===== src/hdl/psm_map.svh =====
// Register offsets, field positions and reset values of the port S low pin mux
`ifndef PSM_MAP_SVH
`define PSM_MAP_SVH
`define PSM_ADDR_W 4
`define PSM_OFF_DATA 4'h0
`define PSM_OFF_DIRECTION 4'h4
`define PSM_OFF_PIN_INPUT 4'h8
`define PSM_OFF_CONTROL 4'hC
`define PSM_RST_DATA 8'h00
`define PSM_RST_DIRECTION 8'h00
`define PSM_RST_CONTROL 4'h0
`define PSM_CTL_CAN_EN 0
`define PSM_CTL_SERIAL_EN 1
`define PSM_CTL_PWM_CHANNEL_SEVEN_EN 2
`define PSM_CTL_PWM_CHANNEL_SIX_EN 3
`define PSM_PIN_CAN_RX 2
`define PSM_PIN_CAN_TX 3
`define PSM_PIN_SERIAL_TX 1
`define PSM_PIN_SERIAL_RX 0
`endif


===== src/hdl/psm_pkg.sv =====
// Types shared by the port S low pin mux block
`default_nettype none
package psm_pkg;
  typedef enum logic [1:0] {
    PSM_OWN_GPIO,
    PSM_OWN_CAN,
    PSM_OWN_SERIAL,
    PSM_OWN_PWM
  } psm_owner_t;
endpackage
`default_nettype wire


===== src/hdl/psm_pin_cell.sv =====
// One pin cell: registered pin drive, enable and peripheral input
`timescale 1ns/1ns
`default_nettype none
module psm_pin_cell
  import psm_pkg::*;
(
  // Clock and reset
  input wire logic clk,
  input wire logic reset_n,
  // Ownership and sources
  input wire psm_owner_t owner,
  input wire logic force_out,
  input wire logic force_in,
  input wire logic gpio_dir,
  input wire logic gpio_data,
  input wire logic periph_out,
  // Pin side
  input wire logic pin_in,
  output logic pin_out,
  output logic pin_oe,
  output logic periph_in
);
  logic out_next;
  logic oe_next;
  logic in_next;
  always_comb
  begin
    in_next = pin_in;
    if (owner == PSM_OWN_GPIO)
    begin
      out_next = gpio_data;
      oe_next = gpio_dir;
    end
    else
    begin
      out_next = periph_out;
      oe_next = force_out & ~force_in;
    end
  end
  always_ff @(posedge clk)
  begin
    if (!reset_n)
    begin
      pin_out <= 1'b0;
      pin_oe <= 1'b0;
      periph_in <= 1'b0;
    end
    else
    begin
      pin_out <= out_next;
      pin_oe <= oe_next;
      periph_in <= in_next;
    end
  end
endmodule
`default_nettype wire


===== src/hdl/psm_port_s_low.sv =====
// Port S lower four pins: data, direction, pin input and alternate function mux
`timescale 1ns/1ns
`default_nettype none
`include "psm_map.svh"
module psm_port_s_low
  import psm_pkg::*;
#(
  parameter int PINS = 4
)
(
  // Clock and reset
  input wire logic clk,
  input wire logic reset_n,
  // Wishbone slave
  input wire logic wb_cyc_i,
  input wire logic wb_stb_i,
  input wire logic wb_we_i,
  input wire logic [`PSM_ADDR_W-1:0] wb_adr_i,
  input wire logic [3:0] wb_sel_i,
  input wire logic [31:0] wb_dat_i,
  output logic [31:0] wb_dat_o,
  output logic wb_ack_o,
  // Peripheral sources
  input wire logic can_tx,
  input wire logic serial_tx,
  input wire logic pwm_channel_seven,
  input wire logic pwm_channel_six,
  // Peripheral sinks
  output logic can_rx,
  output logic serial_rx,
  // Pins
  input wire logic [PINS-1:0] pin_in,
  output logic [PINS-1:0] pin_out,
  output logic [PINS-1:0] pin_oe
);
  logic [PINS-1:0] port_s_data_reg;
  logic [PINS-1:0] port_s_data_next;
  logic [PINS-1:0] port_s_direction_reg;
  logic [PINS-1:0] port_s_direction_next;
  logic [3:0] control_reg;
  logic [3:0] control_next;
  logic can_rx_next;
  logic serial_rx_next;
  logic can_en;
  logic serial_en;
  logic pwm_channel_seven_en;
  logic pwm_channel_six_en;
  logic [31:0] rdata_next;
  logic ack_next;
  logic [31:0] wb_dat_next;
  psm_owner_t owner [PINS];
  logic [PINS-1:0] force_out;
  logic [PINS-1:0] force_in;
  logic [PINS-1:0] periph_out;
  logic [PINS-1:0] periph_in;
  logic wb_req;

  // Fixed priority: the higher function wins even when both are enabled
  function automatic psm_owner_t pick_owner(input logic hi_en, input psm_owner_t hi,
                                            input logic lo_en, input psm_owner_t lo);
    if (hi_en)
    begin
      pick_owner = hi;
    end
    else if (lo_en)
    begin
      pick_owner = lo;
    end
    else
    begin
      pick_owner = PSM_OWN_GPIO;
    end
  endfunction

  // Enable bits of the control register, one name per function
  assign can_en = control_reg[`PSM_CTL_CAN_EN];
  assign serial_en = control_reg[`PSM_CTL_SERIAL_EN];
  assign pwm_channel_seven_en = control_reg[`PSM_CTL_PWM_CHANNEL_SEVEN_EN];
  assign pwm_channel_six_en = control_reg[`PSM_CTL_PWM_CHANNEL_SIX_EN];

  // Ownership and forced direction per pin
  always_comb
  begin
    owner[`PSM_PIN_CAN_TX] = pick_owner(can_en, PSM_OWN_CAN,
                                        1'b0, PSM_OWN_GPIO);
    owner[`PSM_PIN_CAN_RX] = pick_owner(can_en, PSM_OWN_CAN,
                                        1'b0, PSM_OWN_GPIO);
    owner[`PSM_PIN_SERIAL_TX] = pick_owner(serial_en, PSM_OWN_SERIAL,
                                           pwm_channel_seven_en, PSM_OWN_PWM);
    owner[`PSM_PIN_SERIAL_RX] = pick_owner(serial_en, PSM_OWN_SERIAL,
                                           pwm_channel_six_en, PSM_OWN_PWM);
    force_out = '0;
    force_in = '0;
    force_out[`PSM_PIN_CAN_TX] = 1'b1;
    force_in[`PSM_PIN_CAN_RX] = 1'b1;
    force_out[`PSM_PIN_SERIAL_TX] = 1'b1;
    // Pin 0 is an input for the receiver but an output for the PWM channel
    force_in[`PSM_PIN_SERIAL_RX] = (owner[`PSM_PIN_SERIAL_RX] == PSM_OWN_SERIAL);
    force_out[`PSM_PIN_SERIAL_RX] = (owner[`PSM_PIN_SERIAL_RX] == PSM_OWN_PWM);
    periph_out = '0;
    periph_out[`PSM_PIN_CAN_TX] = can_tx;
    periph_out[`PSM_PIN_SERIAL_TX] =
      (owner[`PSM_PIN_SERIAL_TX] == PSM_OWN_SERIAL) ? serial_tx : pwm_channel_seven;
    periph_out[`PSM_PIN_SERIAL_RX] = pwm_channel_six;
  end

  genvar g;
  generate
    for (g = 0; g < PINS; g++)
    begin : gen_pin
      psm_pin_cell u_cell (
        .clk(clk),
        .reset_n(reset_n),
        .owner(owner[g]),
        .force_out(force_out[g]),
        .force_in(force_in[g]),
        .gpio_dir(port_s_direction_reg[g]),
        .gpio_data(port_s_data_reg[g]),
        .periph_out(periph_out[g]),
        .pin_in(pin_in[g]),
        .pin_out(pin_out[g]),
        .pin_oe(pin_oe[g]),
        .periph_in(periph_in[g])
      );
    end
  endgenerate

  // Peripheral inputs see the pin only while they own it; idle level is high
  // so that a disabled receiver never sees a false start or dominant bit
  always_comb
  begin
    can_rx_next = 1'b1;
    serial_rx_next = 1'b1;
    if (can_en)
    begin
      can_rx_next = pin_in[`PSM_PIN_CAN_RX];
    end
    if (serial_en)
    begin
      serial_rx_next = pin_in[`PSM_PIN_SERIAL_RX];
    end
  end

  always_ff @(posedge clk)
  begin
    if (!reset_n)
    begin
      can_rx <= 1'b1;
      serial_rx <= 1'b1;
    end
    else
    begin
      can_rx <= can_rx_next;
      serial_rx <= serial_rx_next;
    end
  end

  // Register file; answers every access in the cycle after the request
  assign wb_req = wb_cyc_i & wb_stb_i & ~wb_ack_o;

  always_comb
  begin
    port_s_data_next = port_s_data_reg;
    port_s_direction_next = port_s_direction_reg;
    control_next = control_reg;
    ack_next = wb_req;
    rdata_next = 32'h0000_0000;
    unique case (wb_adr_i)
      `PSM_OFF_DATA:
        // Mixing per bit: output pins read the latch, inputs the buffered level
        rdata_next[PINS-1:0] = (port_s_data_reg & port_s_direction_reg) |
                               (periph_in & ~port_s_direction_reg);
      `PSM_OFF_DIRECTION:
        rdata_next[PINS-1:0] = port_s_direction_reg;
      `PSM_OFF_PIN_INPUT:
        // Buffered levels are the pin cells' own input flops
        rdata_next[PINS-1:0] = periph_in;
      `PSM_OFF_CONTROL:
        rdata_next[3:0] = control_reg;
      default:
        rdata_next = 32'h0000_0000;
    endcase
    if (wb_req && wb_we_i && wb_sel_i[0])
    begin
      unique case (wb_adr_i)
        `PSM_OFF_DATA:
          port_s_data_next = wb_dat_i[PINS-1:0];
        `PSM_OFF_DIRECTION:
          port_s_direction_next = wb_dat_i[PINS-1:0];
        `PSM_OFF_CONTROL:
          control_next = wb_dat_i[3:0];
        default:
          control_next = control_reg;
      endcase
    end
    wb_dat_next = (wb_req && !wb_we_i) ? rdata_next : 32'h0000_0000;
  end

  always_ff @(posedge clk)
  begin
    if (!reset_n)
    begin
      port_s_data_reg <= PINS'(`PSM_RST_DATA);
      port_s_direction_reg <= PINS'(`PSM_RST_DIRECTION);
      control_reg <= `PSM_RST_CONTROL;
      wb_ack_o <= 1'b0;
      wb_dat_o <= 32'h0000_0000;
    end
    else
    begin
      port_s_data_reg <= port_s_data_next;
      port_s_direction_reg <= port_s_direction_next;
      control_reg <= control_next;
      wb_ack_o <= ack_next;
      wb_dat_o <= wb_dat_next;
    end
  end
endmodule
`default_nettype wire


===== config.mk =====
export PLATFORM = sky130hd
export DESIGN_NAME = psm_port_s_low
export DESIGN_NICKNAME = d
export VERILOG_FILES = /design/src/hdl/psm_pkg.sv /design/src/hdl/psm_pin_cell.sv /design/src/hdl/psm_port_s_low.sv
export VERILOG_INCLUDE_DIRS = /design/src /design/src/hdl
export SDC_FILE = /design/constraint.sdc
export NUM_CORES = 1
export LEC_CHECK = 0
export CAP_MARGIN = 20
export CORE_MARGIN = 5
export CORE_UTILIZATION = 60
export CTS_CLUSTER_DIAMETER = 100
export CTS_CLUSTER_SIZE = 40
export DETAILED_ROUTE_END_ITERATION = 8
export DONT_BUFFER_PORTS = 1
export PLACE_DENSITY = 0.76
export SLEW_MARGIN = 30
export SYNTH_ARGS = -nofsm -noshare
export SYNTH_HDL_FRONTEND = slang
export SYNTH_SLANG_ARGS = --single-unit

===== constraint.sdc =====
create_clock -name clk -period 3.2 [get_ports clk]
set_input_delay 0.16 -clock clk [delete_from_list [all_inputs] [get_ports clk]]
set_output_delay 0.16 -clock clk [all_outputs]
set_load 0.05 [all_outputs]

==> impl_metrics.py <==
metrics = {
    "run_status": {
        "outcome": "complete, no violations",
    },
    "setup_path": {
        "cp_max_fo": 24,
        "cp-start-kind": "input pin",
        "crit_path_end_kind": "register",
        "cp.required_ns": 3.43,
        "path_cells": "dlygate4sd3_1, nand2_1, or2_2, dlygate4sd3_1",
        "crit_arrival_ns": 2.17,
        "critPathSlowestCell": "dlygate4sd3_1",
        "critical_path_class": "in2reg",
        "cp_common_cell": "dlygate4sd3_1",
        "cpPeakStageDelay_ns": 1.03,
    },
    "global_routing": {
        "grt_pass1_vias": 944,
        "antenna_found_initial": 0,
        "grt_pass1_wl_microns": 4390,
        "grt_max_degree": 25,
        "gr-total-overflow": 0,
        "grtUsageTotal": 0.167,
    },
    "drt": {
        "wl_microns": 2790,
        "first_pass_iters": 4,
        "initialDrtViolationCount": 10,
        "num_vias": 958,
        "avgRoutedWirePerCell_microns": 14.7,
        "drc_errors": 0,
        "ant_nets": 0,
        "vias_per_cell": 5.07,
    },
    "placement": {
        "dpl-instance-area_sq_mm": 0.00136,
        "dpl.hpwl_microns": 2020,
        "pre_cts_ws_ns": 1.51,
        "io_buffers": 0,
        "gp_congestion": 0.871,
    },
    "timing": {
        "fin_setup_tns_ns": 0,
        "fin_crit_sh": 0.605,
        "fin_crit_ns": 1.94,
        "slew_headroom": 0.483,
        "fmax_ghz": 0.516,
        "setup_viol": 0,
        "fin_ws_ns": 1.26,
        "hold_slack_ns": 0.00534,
        "timing.final.hold_violations": 0,
        "worst_pin_slew_ns": 0.764,
        "clock-skew-final_ns": 0.00673,
        "rsz0062_at_grt": "no",
        "final_max_slew_viol_count": 0,
    },
    "clocking": {
        "path_clk_slew_ns": 0.09,
        "ctsResizeCount": 0,
        "clk_root_buffer_cell": "clkbuf_4",
        "cts_tree": "done",
        "cts.sinks": 31,
        "clock_latency_ns": 0.33,
        "cts_setup_buffers": 0,
        "cts.htree.levels": 2,
        "cts_buffer_depth": 2,
        "cts_hold_repair.buffers": 7,
        "cts_buffers": 5,
    },
    "cells_and_area": {
        "fin_nets": 211,
        "final_cell_mix": "dfxtp_1, conb_1, nand2_1, mux2i_1, dlygate4sd3_1",
        "area_growth_pct": -2.72,
        "fin_area_sq_mm": 0.00148,
        "layout_commonest_cell": "dfxtp_1",
        "diodes": 0,
        "drive_gt1_frac": 0.101,
    },
    "synth": {
        "synth_compound_area_frac": 0.0617,
        "ys_warn_count": 0,
        "ys_types": 28,
        "syn_area_per_cell_sq_um": 9.56,
        "synth-adder-area-share": 0,
        "synth-simple-area-share": 0.183,
        "synth_top_family_by_area": "buffers and inverters",
        "synth_xor_area_frac": 0,
        "syn_area_sq_mm": 0.00152,
        "yosysSeqAreaShare": 0.408,
        "synth_seq_cells": 31,
        "synthMuxAreaShare": 0.145,
        "postSynthCellCount": 159,
    },
    "pwr": {
        "power_density_mw_per_mm2": 479,
        "p_leak_nw": 0.608,
        "ir_drop_uv": 394,
        "finalPower_mw": 0.708,
        "switching_power_mw": 0.218,
        "seqPwrFrac": 0.557,
        "comb_power_share": 0.143,
        "p_int_mw": 0.490,
        "p_clk_frac": 0.299,
        "p_sw_frac": 0.308,
    },
    "floorplanning": {
        "chipHeight_microns": 60.3,
        "initial_utilization": 0.619,
        "die_w_microns": 60.3,
        "boundaryPins": 96,
        "coreArea_sq_mm": 0.00245,
        "dieArea_sq_mm": 0.00364,
        "row_count": 18,
    },
    "run": {
        "maxCapViolCount": 0,
    },
    "min_path": {
        "hold_class": "in2reg",
    },
}
worst max-delay path, delay by kind of cell:
family / cells / cell delay, ns
buf+inv: 2 / 1.58
simple gates: 2 / 0.43
cell usage after synthesis (all sizes together):
library cell  count  area [sq um]
dfxtp            31           621
and3b             3          26.3
nor4b             1          8.76
or4               3          26.3
clkbuf            5          18.8
mux2i            22           220
o22a              4          40.0
or3b              1          8.76
nor3b             1          7.51
nor2b             1          6.26
nand4b            1          8.76
and2              6          37.5
buf              37           282
conb              1          3.75
nor4              1          21.3
nand3             1          5.00
a21boi            1          7.51
or2               3          18.8
o31a              1          8.76
nand2            24          90.1
nor2              2          7.51
a21oi             4          20.0
o21ai             2          10.0
o21a              1          7.51
nor3              1          5.00
inv               1          3.75
final timing paths:
path	startpoint	endpoint	slack (ns)	cells past startpoint
setup / recovery	reset_n	can_rx$_SDFF_PN1_	1.26	4
hold / removal	can_tx	gen_pin[3].u_cell.pin_out$_SDFF_PN0_	0.005	2
setup reg to reg	wb_ack_o$_SDFF_PN0_	control_reg[2]$_SDFFE_PN0P_	1.51	3
hold reg to reg	port_s_data_reg[2]$_SDFFE_PN0P_	port_s_data_reg[2]$_SDFFE_PN0P_	0.48	2
power by group through the flow:
stage               logic (mW)  registers, mW  clock network (mW)
global route             0.106          0.395               0.237
finish                   0.102          0.395               0.212
CTS                      0.100          0.395               0.217
floorplan                0.122          0.402                   0
detailed placement      0.0904          0.404                   0
global placement        0.0896          0.404                   0
cell type report:
type	count	area [sq um]
Clock buffer	7	45.0
Clock inverter	1	5.00
Fill cell	214	976
Inverter	1	3.75
Multi-Input combinational cell	112	697
Sequential cell	31	621
Tap cell	30	37.5
Timing Repair Buffer	7	70.1
layer usage:
metal	vias up	wire, microns	GRT usage
li1	466	-	-
met1	446	1090	0.189
met2	41	1390	0.276
met3	5	270	0.0787
met4	0	30	0.0570
met5	-	0	0
cells by family (layout without fill, tap and decap cells):
kind of cell | count (synthesis) | after routing
compound gates | 13 | 13
buf+inv | 43 | 16
flops | 31 | 31
mux | 22 | 22
other cells | 1 | 28
simple gates | 49 | 49
through the flow:
stage / util / cells
4_1_cts: 0.602 / 189
3_3_place_gp: 0.554 / 174
6_report: 0.602 / 189
3_5_place_dp: 0.554 / 174
5_1_grt: 0.602 / 189
2_1_floorplan: - / 186
Power figures use the tool's default switching activity.
